$ cat config.mk
export PLATFORM = sky130hd
export DESIGN_NAME = obs_top
export DESIGN_NICKNAME = d
export VERILOG_FILES = /design/src/obs_pkg.sv /design/src/obs_pulse_gen.sv /design/src/obs_top.sv
export VERILOG_INCLUDE_DIRS = /design/src
export SDC_FILE = /design/constraint.sdc
export NUM_CORES = 1
export LEC_CHECK = 0
export ABC_AREA = 1
export BUFFER_PORTS_ARGS = -buffer_cell sky130_fd_sc_hd__buf_2
export CORE_UTILIZATION = 30
export CTS_BUF_LIST = sky130_fd_sc_hd__clkbuf_8
export CTS_CLUSTER_DIAMETER = 120
export CTS_CLUSTER_SIZE = 12
export DETAILED_ROUTE_END_ITERATION = 16
export SYNTH_ARGS = -nofsm -noshare
export SYNTH_HDL_FRONTEND = slang
export SYNTH_SLANG_ARGS = --single-unit
$ cat constraint.sdc
create_clock -name mclk -period 1.5 [get_ports mclk]
set_input_delay 0.15 -clock mclk [delete_from_list [all_inputs] [get_ports mclk]]
set_output_delay 0.15 -clock mclk [all_outputs]
set_load 0.02 [all_outputs]
$ cat src/obs_cfg.svh
`ifndef OBS_CFG_SVH
`define OBS_CFG_SVH

// ==========================================================
// Register map
`define OBS_ADDR_W 8
`define OBS_OFS_CTRL 8'h00
`define OBS_OFS_STATUS 8'h04
`define OBS_OFS_CLEAR 8'h08
`define OBS_OFS_IRQ_EN 8'h0c

// ==========================================================
// Control fields
`define OBS_CTRL_STOP_IN_WAIT 0
`define OBS_CTRL_SLEEP 1
`define OBS_CTRL_PEN_LSB 2
`define OBS_CTRL_RESET 32'h0000_0000

// ==========================================================
// Status fields
`define OBS_ST_W 5
`define OBS_ST_SYNC_OK 0
`define OBS_ST_RX_OK 1
`define OBS_ST_ERROR 2
`define OBS_ST_SLOT_MM 3
`define OBS_ST_WAKEUP 4
`define OBS_ST_RESET 5'h00
`define OBS_IRQ_EN_RESET 5'h00

// ==========================================================
// Bus responses
`define OBS_RESP_OKAY 2'h0
`define OBS_RESP_SLVERR 2'h2

// ==========================================================
// Pulse timing
`define OBS_CLK_MHZ 25
`define OBS_PULSE_NS 50
`define OBS_PULSE_CYC ((`OBS_PULSE_NS * `OBS_CLK_MHZ + 999) / 1000)
`define OBS_PCNT_W 2

`endif

$ cat src/obs_pkg.sv
`include "obs_cfg.svh"

package obs_pkg;

    typedef enum logic [2:0] {
        OBS_SEL_CTRL,
        OBS_SEL_STATUS,
        OBS_SEL_CLEAR,
        OBS_SEL_IRQ_EN,
        OBS_SEL_NONE
    } obs_sel_t;

    typedef struct packed {
        logic out;
        logic [`OBS_PCNT_W-1:0] cnt;
    } obs_pulse_st_t;

    typedef struct packed {
        logic aw_full;
        logic [`OBS_ADDR_W-1:0] aw_addr;
        logic w_full;
        logic [31:0] w_data;
        logic [3:0] w_strb;
        logic bvalid;
        logic [1:0] bresp;
        logic rvalid;
        logic [1:0] rresp;
        logic [31:0] rdata;
        logic stop_in_wait;
        logic sleep;
        logic [3:0] pulse_en;
        logic [`OBS_ST_W-1:0] status;
        logic [`OBS_ST_W-1:0] irq_en;
        logic rx_s1;
        logic rx_s2;
        logic rx_s3;
        logic tx;
        logic run;
    } obs_st_t;

endpackage : obs_pkg

$ cat src/obs_pulse_gen.sv
`timescale 1ns/10ps
`include "obs_cfg.svh"

module obs_pulse_gen (
    // Clock and reset
    input wire logic mclk,
    input wire logic rst_b,
    // Control
    input wire logic en,
    input wire logic trig,
    // Pin
    output logic pulse_o
);

    obs_pkg::obs_pulse_st_t st_r;
    obs_pkg::obs_pulse_st_t st_nxt;

    // ==========================================================
    // Stretcher
    always_comb
    begin
        st_nxt = st_r;
        if (!en)
        begin
            // Disabled output held low, pending stretch dropped
            st_nxt.out = 1'b0;
            st_nxt.cnt = '0;
        end
        else if (trig)
        begin
            // Retrigger restarts the full width
            st_nxt.out = 1'b1;
            st_nxt.cnt = `OBS_PCNT_W'(`OBS_PULSE_CYC - 1);
        end
        else if (st_r.cnt != '0)
        begin
            st_nxt.out = 1'b1;
            st_nxt.cnt = st_r.cnt - `OBS_PCNT_W'(1);
        end
        else
        begin
            st_nxt.out = 1'b0;
        end
    end

    always_ff @(posedge mclk)
    begin
        if (!rst_b)
        begin
            st_r <= '0;
        end
        else
        begin
            st_r <= st_nxt;
        end
    end

    assign pulse_o = st_r.out;

endmodule : obs_pulse_gen

$ cat src/obs_top.sv
// Local design decisions: the AXI4-Lite register port and the register addresses.
`timescale 1ns/10ps
`include "obs_cfg.svh"

module obs_top (
    // Clock and reset
    input wire logic mclk,
    input wire logic rst_b,
    // AXI4-Lite write address
    input wire logic s_axi_awvalid,
    output logic s_axi_awready,
    input wire logic [`OBS_ADDR_W-1:0] s_axi_awaddr,
    input wire logic [2:0] s_axi_awprot,
    // AXI4-Lite write data
    input wire logic s_axi_wvalid,
    output logic s_axi_wready,
    input wire logic [31:0] s_axi_wdata,
    input wire logic [3:0] s_axi_wstrb,
    // AXI4-Lite write response
    output logic s_axi_bvalid,
    input wire logic s_axi_bready,
    output logic [1:0] s_axi_bresp,
    // AXI4-Lite read address
    input wire logic s_axi_arvalid,
    output logic s_axi_arready,
    input wire logic [`OBS_ADDR_W-1:0] s_axi_araddr,
    input wire logic [2:0] s_axi_arprot,
    // AXI4-Lite read data
    output logic s_axi_rvalid,
    input wire logic s_axi_rready,
    output logic [31:0] s_axi_rdata,
    output logic [1:0] s_axi_rresp,
    // CPU low-power state
    input wire logic cpu_wait,
    // Protocol core events, one-cycle pulses
    input wire logic ev_sync_ok,
    input wire logic ev_rx_ok,
    input wire logic ev_format_err,
    input wire logic ev_pulse_err,
    input wire logic ev_slot_mismatch,
    // Protocol core data path
    output logic core_run,
    output logic core_rx_data,
    input wire logic core_tx_data,
    // Bus pins
    input wire logic serial_rx_pin,
    output logic serial_tx_pin,
    output logic sync_ok_pulse,
    output logic rx_ok_pulse,
    output logic error_pulse,
    output logic slot_mismatch_pulse,
    // Interrupt
    output logic irq
);

    obs_pkg::obs_st_t st_r;
    obs_pkg::obs_st_t st_nxt;

    logic [3:0] pulse_trig;
    logic [3:0] pulse_out;

    // ==========================================================
    // Address decode, shared by read and write
    function automatic obs_pkg::obs_sel_t obs_sel(input logic [`OBS_ADDR_W-1:0] addr);
        obs_pkg::obs_sel_t sel;
        sel = obs_pkg::OBS_SEL_NONE;
        unique case ({addr[`OBS_ADDR_W-1:2], 2'h0})
            `OBS_OFS_CTRL: sel = obs_pkg::OBS_SEL_CTRL;
            `OBS_OFS_STATUS: sel = obs_pkg::OBS_SEL_STATUS;
            `OBS_OFS_CLEAR: sel = obs_pkg::OBS_SEL_CLEAR;
            `OBS_OFS_IRQ_EN: sel = obs_pkg::OBS_SEL_IRQ_EN;
            default: sel = obs_pkg::OBS_SEL_NONE;
        endcase
        return sel;
    endfunction : obs_sel

    // ==========================================================
    // Event decode, shared by status bits and pulse pins
    function automatic logic [3:0] obs_ev_map(
        input logic run,
        input logic sync_ok,
        input logic rx_ok,
        input logic format_err,
        input logic pulse_err,
        input logic slot_mm
    );
        logic [3:0] v;
        v = 4'h0;
        // Halted core: events dropped, neither flagged nor pulsed
        if (run)
        begin
            v[0] = sync_ok;
            v[1] = rx_ok;
            v[2] = format_err || pulse_err || slot_mm;
            v[3] = slot_mm;
        end
        return v;
    endfunction : obs_ev_map

    // ==========================================================
    // Next state
    always_comb
    begin
        logic wake_edge;
        logic [`OBS_ST_W-1:0] set_v;
        logic [`OBS_ST_W-1:0] clr_v;
        obs_pkg::obs_sel_t wsel;
        obs_pkg::obs_sel_t rsel;
        wake_edge = 1'b0;
        set_v = '0;
        clr_v = '0;
        wsel = obs_pkg::OBS_SEL_NONE;
        rsel = obs_pkg::OBS_SEL_NONE;
        st_nxt = st_r;

        // Pin path, first stage read only by the second
        st_nxt.rx_s1 = serial_rx_pin;
        st_nxt.rx_s2 = st_r.rx_s1;
        st_nxt.rx_s3 = st_r.rx_s2;
        // Idle high while halted, so a stopped core cannot jam the line
        st_nxt.tx = st_r.run ? core_tx_data : 1'b1;

        // Core halts when sleeping or when wait stops it
        st_nxt.run = !st_r.sleep && !(cpu_wait && st_r.stop_in_wait);

        // Bus activity while asleep raises the wake-up event
        // Clocked detection: mclk must keep running while asleep
        wake_edge = st_r.sleep && st_r.rx_s3 && !st_r.rx_s2;

        // Same gated events as the pulse pins
        set_v[`OBS_ST_SYNC_OK] = pulse_trig[0];
        set_v[`OBS_ST_RX_OK] = pulse_trig[1];
        set_v[`OBS_ST_ERROR] = pulse_trig[2];
        set_v[`OBS_ST_SLOT_MM] = pulse_trig[3];
        set_v[`OBS_ST_WAKEUP] = wake_edge;

        // Write channel: address and data taken in either order
        if (s_axi_awvalid && !st_r.aw_full)
        begin
            st_nxt.aw_full = 1'b1;
            st_nxt.aw_addr = s_axi_awaddr;
        end
        if (s_axi_wvalid && !st_r.w_full)
        begin
            st_nxt.w_full = 1'b1;
            st_nxt.w_data = s_axi_wdata;
            st_nxt.w_strb = s_axi_wstrb;
        end
        if (st_r.bvalid && s_axi_bready)
        begin
            st_nxt.bvalid = 1'b0;
        end
        // Execute only once the previous response has been taken
        if (st_r.aw_full && st_r.w_full && !st_r.bvalid)
        begin
            wsel = obs_sel(st_r.aw_addr);
            st_nxt.aw_full = 1'b0;
            st_nxt.w_full = 1'b0;
            st_nxt.bvalid = 1'b1;
            st_nxt.bresp = `OBS_RESP_OKAY;
            unique case (wsel)
                obs_pkg::OBS_SEL_CTRL:
                begin
                    if (st_r.w_strb[0])
                    begin
                        st_nxt.stop_in_wait = st_r.w_data[`OBS_CTRL_STOP_IN_WAIT];
                        st_nxt.sleep = st_r.w_data[`OBS_CTRL_SLEEP];
                        // A cleared enable cuts a running stretch at once
                        st_nxt.pulse_en = st_r.w_data[`OBS_CTRL_PEN_LSB+3:`OBS_CTRL_PEN_LSB];
                    end
                end
                obs_pkg::OBS_SEL_CLEAR:
                begin
                    if (st_r.w_strb[0])
                    begin
                        clr_v = st_r.w_data[`OBS_ST_W-1:0];
                    end
                end
                obs_pkg::OBS_SEL_IRQ_EN:
                begin
                    if (st_r.w_strb[0])
                    begin
                        st_nxt.irq_en = st_r.w_data[`OBS_ST_W-1:0];
                    end
                end
                obs_pkg::OBS_SEL_STATUS:
                begin
                    // Status is read-only, write ignored
                end
                obs_pkg::OBS_SEL_NONE:
                begin
                    // Unmapped offset: error answer, data dropped
                    st_nxt.bresp = `OBS_RESP_SLVERR;
                end
            endcase
        end

        // Set wins over a clear in the same cycle
        st_nxt.status = (st_r.status & ~clr_v) | set_v;

        // Read channel
        if (st_r.rvalid && s_axi_rready)
        begin
            st_nxt.rvalid = 1'b0;
        end
        // One read in flight; a new address waits until the data is taken
        if (s_axi_arvalid && !st_r.rvalid)
        begin
            rsel = obs_sel(s_axi_araddr);
            st_nxt.rvalid = 1'b1;
            st_nxt.rresp = `OBS_RESP_OKAY;
            st_nxt.rdata = 32'h0000_0000;
            unique case (rsel)
                obs_pkg::OBS_SEL_CTRL:
                begin
                    st_nxt.rdata[`OBS_CTRL_STOP_IN_WAIT] = st_r.stop_in_wait;
                    st_nxt.rdata[`OBS_CTRL_SLEEP] = st_r.sleep;
                    st_nxt.rdata[`OBS_CTRL_PEN_LSB+3:`OBS_CTRL_PEN_LSB] = st_r.pulse_en;
                end
                obs_pkg::OBS_SEL_STATUS:
                begin
                    st_nxt.rdata[`OBS_ST_W-1:0] = st_r.status;
                end
                obs_pkg::OBS_SEL_IRQ_EN:
                begin
                    st_nxt.rdata[`OBS_ST_W-1:0] = st_r.irq_en;
                end
                obs_pkg::OBS_SEL_CLEAR:
                begin
                    // Write-only, reads zero
                end
                obs_pkg::OBS_SEL_NONE:
                begin
                    st_nxt.rresp = `OBS_RESP_SLVERR;
                end
            endcase
        end
    end

    // ==========================================================
    // State register
    always_ff @(posedge mclk)
    begin
        if (!rst_b)
        begin
            st_r <= '0;
            st_r.stop_in_wait <= 1'((`OBS_CTRL_RESET >> `OBS_CTRL_STOP_IN_WAIT) & 32'h1);
            st_r.sleep <= 1'((`OBS_CTRL_RESET >> `OBS_CTRL_SLEEP) & 32'h1);
            st_r.pulse_en <= 4'(`OBS_CTRL_RESET >> `OBS_CTRL_PEN_LSB);
            st_r.status <= `OBS_ST_RESET;
            st_r.irq_en <= `OBS_IRQ_EN_RESET;
            // Synchroniser preset to the idle level: no false wake edge after reset
            st_r.rx_s1 <= 1'b1;
            st_r.rx_s2 <= 1'b1;
            st_r.rx_s3 <= 1'b1;
            st_r.tx <= 1'b1;
        end
        else
        begin
            st_r <= st_nxt;
        end
    end

    // ==========================================================
    // Status pulses, retriggered by gated core events
    assign pulse_trig = obs_ev_map(st_r.run, ev_sync_ok, ev_rx_ok, ev_format_err,
        ev_pulse_err, ev_slot_mismatch);

    for (genvar i = 0; i < 4; i++)
    begin : g_pulse
        obs_pulse_gen u_pulse (
            .mclk(mclk),
            .rst_b(rst_b),
            .en(st_r.pulse_en[i]),
            .trig(pulse_trig[i]),
            .pulse_o(pulse_out[i])
        );
    end

    // ==========================================================
    // Outputs
    assign s_axi_awready = !st_r.aw_full;
    assign s_axi_wready = !st_r.w_full;
    assign s_axi_bvalid = st_r.bvalid;
    assign s_axi_bresp = st_r.bresp;
    assign s_axi_arready = !st_r.rvalid;
    assign s_axi_rvalid = st_r.rvalid;
    assign s_axi_rdata = st_r.rdata;
    assign s_axi_rresp = st_r.rresp;

    // ==========================================================
    // Core and pin outputs
    assign core_run = st_r.run;
    assign core_rx_data = st_r.rx_s2;
    assign serial_tx_pin = st_r.tx;
    assign sync_ok_pulse = pulse_out[0];
    assign rx_ok_pulse = pulse_out[1];
    assign error_pulse = pulse_out[2];
    assign slot_mismatch_pulse = pulse_out[3];

    // ==========================================================
    // Level interrupt, also serves as the wake-up request
    assign irq = |(st_r.status & st_r.irq_en);

endmodule : obs_top

==> flow_summary.toml, run 1 <==
[run_status]
status = "completed"

[timing]
post-route-period-util = 0.9088
worstMarginPinSlew_ps = 509.9
hold_violations = 0
min_period_ps = 1363
rsz0062_at_grt = "false"
relSlewSlack = 0.6572
hold_ws_ps = 23.94
clock_skew_ps = 8.333
fmaxAchievable_ghz = 0.7335
slew_violations = 0
worst_slack_ps = 136.7
finalSetupViolations = 0
setup-tns-final_ps = 0

[critical_path]
cp.arrival_ps = 1210
worstSetupPathType = "flip-flop to output pin"
start_kind = "flip-flop"
cp.required_ps = 1350
worstPathMaxFanout = 3
endpoint_kind = "output pin"

[clock_network]
clk_path_buf_depth = 2
path_clk_slew_ps = 70
root_buffer = "clkbuf_8"
cts_made_buffers = 9
clkLatencyLatePin_ps = 330
postCtsSetupBuffers = 0
cts_max_level = 3
cts_tree = "yes"
cts_sinks = 58

[logic_synthesis]
netlist-cell-type-count = 34
syn-mean-instance-area_um2 = 7.983
syn_inst = 334
yosysSeqAreaShare = 0.4355
synth.largest_area_cell = "dfxtp_1"
synth_area_leaders = "dfxtp_1 44%, buf_4 10%, nor2_1 7.0%"
ys.warnings.count = 0
synth.top_cell.area_share = 0.4355
synth-seq-cells = 58
syn_area_mm2 = 0.002666

[pwr]
leakage_nw = 1.412
ir_worst_vdd_mv = 0.4737
cellPowerDensity_mw_per_mm2 = 1158

[detailed_routing]
routed_wl_um = 5461
met1_length_um = 2610
ant_nets = 0
dr.pass1.iters = 6
via_per_inst = 4.450
wl_per_cell_um = 10.92
top_layer = "met4"
via_count = 2225
wl_met2_um = 2466
drt_iter0_markers = 88
wl_met3_um = 326
drc_errors = 0

[min_path]
worstHoldPathType = "primary input to flip-flop"

[floorplanning]
start_util = 0.3072
die_area_mm2 = 0.009269
fp.dieH_um = 96.28
fp-row-count = 34
ios = 122
core_mm2 = 0.008678
die_x_um = 96.28

[finish]
n_antenna_cell = 0
design_area_mm2 = 0.003139
final_cell_mix = "57 x dfxtp_1, 53 x buf_2, 50 x nor2_1, 37 x nand2_1, 32 x o21ai_0"
final_common_cell = "dfxtp_1"
drive_above_1_share = 0.2245
finalNetCount = 470
syn2layout_area_growth_pct = 17.74
instances_no_fill = 500

[placement]
pre_cts_ws_ps = 228.9
place.gp.congestion = 0.8135
place_area_mm2 = 0.002884
hpwl_um = 4151
portBuffers = 54
placed_cells = 484

[global_routing]
grt_usage = 0.1308
grt_start_max_net_pins = 18
antenna_found_initial = 0
grt_pass1_vias = 1889
gr-total-overflow = 0
grt_pass1_wl_um = 8963

[flow_run]
drv_cap = 0
layer usage:
layer	vias to the layer above	global-route usage
met5	-	0
met4	0	0.04478
met3	5	0.05292
met2	62	0.1998
met1	1006	0.1656
li1	1152	-
path summary, 6_finish.rpt:
| path | start | endpoint | slack [ps] | cells past startpoint |
|---|---|---|---|---|
| worst max-delay path | st_r[10]$_SDFF_PN0_ | irq | 140 | 5 |
| worst min-delay path | cpu_wait | core_run$_SDFF_PN0_ | 20 | 2 |
| worst max register to register | s_axi_bvalid$_SDFFE_PN0P_ | st_r[13]$_SDFF_PN0_ | 220 | 6 |
| worst min register to register | st_nxt[3]$_SDFF_PN1_ | core_rx_data$_SDFF_PN1_ | 410 | 1 |
metrics by stage:
stage / power [W] / util
6_report: 0.003637 / 0.3617
2_1_floorplan: 0.001965 / -
3_5_place_dp: 0.002016 / 0.3323
4_1_cts: 0.003682 / 0.3606
5_1_grt: 0.003815 / 0.3617
3_3_place_gp: 0.002011 / 0.3323
flip-flops by register name, summed over array words and instances, names as in the netlist:
| name | flops |
|---|---|
| st_nxt | 1 |
| serial_tx_pin | 1 |
| s_axi_rresp | 1 |
| s_axi_rvalid | 1 |
| core_rx_data | 1 |
| s_axi_bresp | 1 |
| core_run | 1 |
| st_r | 32 |
| g_pulse.u_pulse.pulse_o | 4 |
| g_pulse.u_pulse.st_r | 8 |
| s_axi_bvalid | 1 |
| s_axi_rdata | 6 |
cells by family (layout without fill, tap and decap cells):
family | Yosys count | in the layout | synth area share
AOI/OAI and AO/OA | 70 | 70 | 0.1417
buffers and inverters | 71 | 102 | 0.1600
adders and majority gates | 8 | 8 | 0.03754
other | 1 | 28 | 0.001406
and+or+nand+nor | 126 | 126 | 0.2238
DFF | 58 | 58 | 0.4355
report_power, final:
| group | switching, W | internal (W) |
|---|---|---|
| logic | 0.000241 | 0.000105 |
| registers | 0.0000411 | 0.00160 |
| clock network | 0.000598 | 0.00105 |
| total | 0.000880 | 0.00276 |
what timing repair did:
| action | in CTS | in global routing |
|---|---|---|
| hold endpoints to repair | 2 | 0 |
| endpoints found under the setup margin | 0 | 1 |
| hold buffers | 2 | 0 |
| gates resized for setup | 0 | 3 |
worst max-delay path, stage by stage, from the launching register on:
cell and delay, ps:
dfxtp_1 340, nand2_1 70, nand2_1 60, a221oi_2 160, nand2_1 90, buf_4 160
synthesized netlist by cell type:
cell type	n
clkinv_2	1
o21ai_0	32
conb_1	1
inv_1	26
a21oi_1	26
dfxtp_1	58
nand2_2	1
buf_6	2
a211oi_1	1
o21a_1	1
or2_2	2
clkinv_4	1
nor2_4	3
o22ai_1	3
ha_1	8
clkinv_1	1
a221oi_1	1
nand3_2	1
o31ai_1	1
nor3b_1	3
buf_2	3
buf_4	36
nand3_1	6
nand3b_1	1
nand2_1	37
clkbuf_1	1
nor2_1	50
nor2_2	3
a31oi_1	2
o21bai_1	1
a21oi_2	2
nand3_4	1
nand4_1	17
nor3_1	1
layout make-up:
type / count / area, um2
flip-flops and latches: 58 / 1162
fillers: 931 / 5539
clock buffers: 12 / 165.2
inverters: 29 / 115.1
well taps: 108 / 135.1
clock inverters: 2 / 60.06
multi-input cells: 232 / 1186
repair buffers: 59 / 315.3
Note: power is estimated with default switching activity, not from simulation.
==> inputs of run 2 (changes only) <==
--- a/config.mk
+++ b/config.mk
@@ -8,11 +8,13 @@
 export LEC_CHECK = 0
 export ABC_AREA = 1
 export BUFFER_PORTS_ARGS = -buffer_cell sky130_fd_sc_hd__buf_2
+export CORE_MARGIN = 2
 export CORE_UTILIZATION = 30
 export CTS_BUF_LIST = sky130_fd_sc_hd__clkbuf_8
 export CTS_CLUSTER_DIAMETER = 120
 export CTS_CLUSTER_SIZE = 12
 export DETAILED_ROUTE_END_ITERATION = 16
+export RECOVER_POWER = 25
 export SYNTH_ARGS = -nofsm -noshare
 export SYNTH_HDL_FRONTEND = slang
 export SYNTH_SLANG_ARGS = --single-unit
==> run 2 against run 1 <==
Fmax fell by 2.4%. Cell count did not move. Core utilization fell by 0.56 points. Sequential share of layout area rose by 0.54 points. Critical path depth did not move. Via count rose by 0.94%. Wire length rose by 6.0%. Setup slack got worse by 33 ps. Register-to-register slack got worse by 40 ps. Sequential power barely moved. Non-clock buffer count did not move. Largest power group is now registers.
==> flow_summary.toml, run 2 (synthesis results as in run 1) <==
[run_status]
status = "completed"

[global_routing]
grt_usage = 0.1245
grt_start_max_net_pins = 24
antenna_found_initial = 0
gr-total-overflow = 0
grt_pass1_vias = 2095
grt_pass1_wl_um = 9453

[finish]
largest_reg_flops = 32
final_common_cell = "dfxtp_1"
syn2layout_area_growth_pct = 15.91
drive_above_1_share = 0.2066
regMostFlops = "st_r"
finalNetCount = 470
n_antenna_cell = 0
final_cell_mix = "58 x dfxtp_1, 50 x nor2_1, 49 x buf_2, 37 x nand2_1, 32 x o21ai_0"
nFillCells = 950
instances_no_fill = 500

[detailed_routing]
via_per_inst = 4.492
drt_iter0_markers = 116
ant_nets = 0
drc_errors = 0
routed_wl_um = 5790
wl_per_cell_um = 11.58
via_count = 2246
dr.pass1.iters = 4

[critical_path]
crit_path_top_delay_cell = "dfxtp_1"
crit_path_max_incr_delay_ps = 340
start_kind = "flip-flop"
r2r_setup_slack_ps = 180
worst-path-buf-inv = 1
cp.required_ps = 1350
worstSetupPathType = "flip-flop to output pin"
path_cells = "nand2_1 -> nand2_1 -> a221oi_2 -> nand2_1 -> buf_2"
path_common_cell = "nand2_1"
crit_start = "st_r[6]$_SDFFE_PN0P_"
critical_path.top_delay_family = "flip-flops"
endpoint_kind = "output pin"
cp.arrival_ps = 1250
rr_startpoint = "s_axi_bvalid$_SDFFE_PN0P_"
worstPathMaxFanout = 3

[pwr]
cellPowerDensity_mw_per_mm2 = 1099
ir_worst_vdd_mv = 0.5317
leakage_nw = 1.378

[clock_network]
cts_made_buffers = 9
cts_tree = "yes"
postCtsSetupBuffers = 0
path_clk_slew_ps = 60
cts_max_level = 3
clk_path_buf_depth = 2
clkLatencyLatePin_ps = 340
cts_sinks = 58
root_buffer = "clkbuf_8"

[timing]
finalSetupViolations = 0
worst_slack_ps = 103.5
hold_violations = 0
fmaxAchievable_ghz = 0.7161
min_period_ps = 1396
hold_ws_ps = 16.76
slew_violations = 0
post-route-period-util = 0.9310
relSlewSlack = 0.6442
worstMarginPinSlew_ps = 529.2
setup-tns-final_ps = 0
clock_skew_ps = 7.240
rsz0062_at_grt = "false"

[floorplanning]
ios = 122
die_x_um = 98.28
fp.dieH_um = 98.28
start_util = 0.3072
die_area_mm2 = 0.009658
core_mm2 = 0.008678
fp-row-count = 34

[placement]
placed_cells = 484
hpwl_um = 4364
pre_cts_ws_ps = 248.5
place.gp.congestion = 0.7687
portBuffers = 54

[min_path]
hold_start = "cpu_wait"
worstHoldPathType = "primary input to flip-flop"

[flow_run]
drv_cap = 0
run 2: changes by cell type in the layout (fill, tap and decap cells not counted):
| cell | before | now |
|---|---|---|
| clkbuf_8 | 12 | 11 |
| clkinv_2 | 1 | 3 |
| buf_4 | 4 | 3 |
| clkbuf_1 | 0 | 5 |
| bufinv_16 | 2 | 1 |
| nand3_2 | 1 | 0 |
| nand3_1 | 6 | 7 |
| buf_2 | 53 | 49 |
| dfxtp_1 | 57 | 58 |
| dfxtp_2 | 1 | 0 |
run 2: final timing paths:
path                             end  cells after the start
max                              irq                      5
min              core_run$_SDFF_PN0_                      2
max reg2reg      st_r[12]$_SDFF_PN0_                      6
min reg2reg  core_rx_data$_SDFF_PN1_                      1
run 2: worst reg2reg max path, stage by stage (launching register included):
cell and delay (ps):
dfxtp_1 310, inv_1 80, nand3_1 180, nor2_4 250, nand2_1 130, o21ai_0 160
a21oi_1 80
run 2: power breakdown:
part / switching, W / internal, W
registers: 0.0000391 / 0.00160
logic: 0.000243 / 0.000104
clock network: 0.000580 / 0.000832
total: 0.000863 / 0.00253
run 2: stage by stage:
step	power, W	util	cell area, um2
2_1_floorplan	0.001965	-	2768
3_3_place_gp	0.002011	0.3323	2884
5_1_grt	0.003568	0.3561	3090
3_5_place_dp	0.002017	0.3323	2884
6_report	0.003397	0.3561	3090
4_1_cts	0.003456	0.3567	3095
run 2: metal layers:
metal | up-vias | track usage | part of all wire
met4 | 0 | 0.03583 | 0.011
met2 | 87 | 0.2034 | 0.45
li1 | 1154 | - | -
met3 | 7 | 0.05369 | 0.088
met1 | 998 | 0.1498 | 0.45
met5 | - | 0 | 0
run 2: repair_timing:
action                     CTS  global route
setup endpoints to repair    0             1
hold endpoints to repair     2             0
gates resized for setup      0             1
hold buffers                 2             0
run 2: area by class of cell:
| type | instances | area (um2) | area share |
|---|---|---|---|
| Sequential cell | 58 | 1161 | 0.3757 |
| Clock inverter | 3 | 40.04 | 0.01296 |
| Timing Repair Buffer | 59 | 306.5 | 0.09919 |
| Inverter | 29 | 115.1 | 0.03725 |
| Multi-Input combinational cell | 232 | 1181 | 0.3822 |
| Clock buffer | 11 | 151.4 | 0.04899 |
| Tap cell | 108 | 135.1 | 0.04372 |
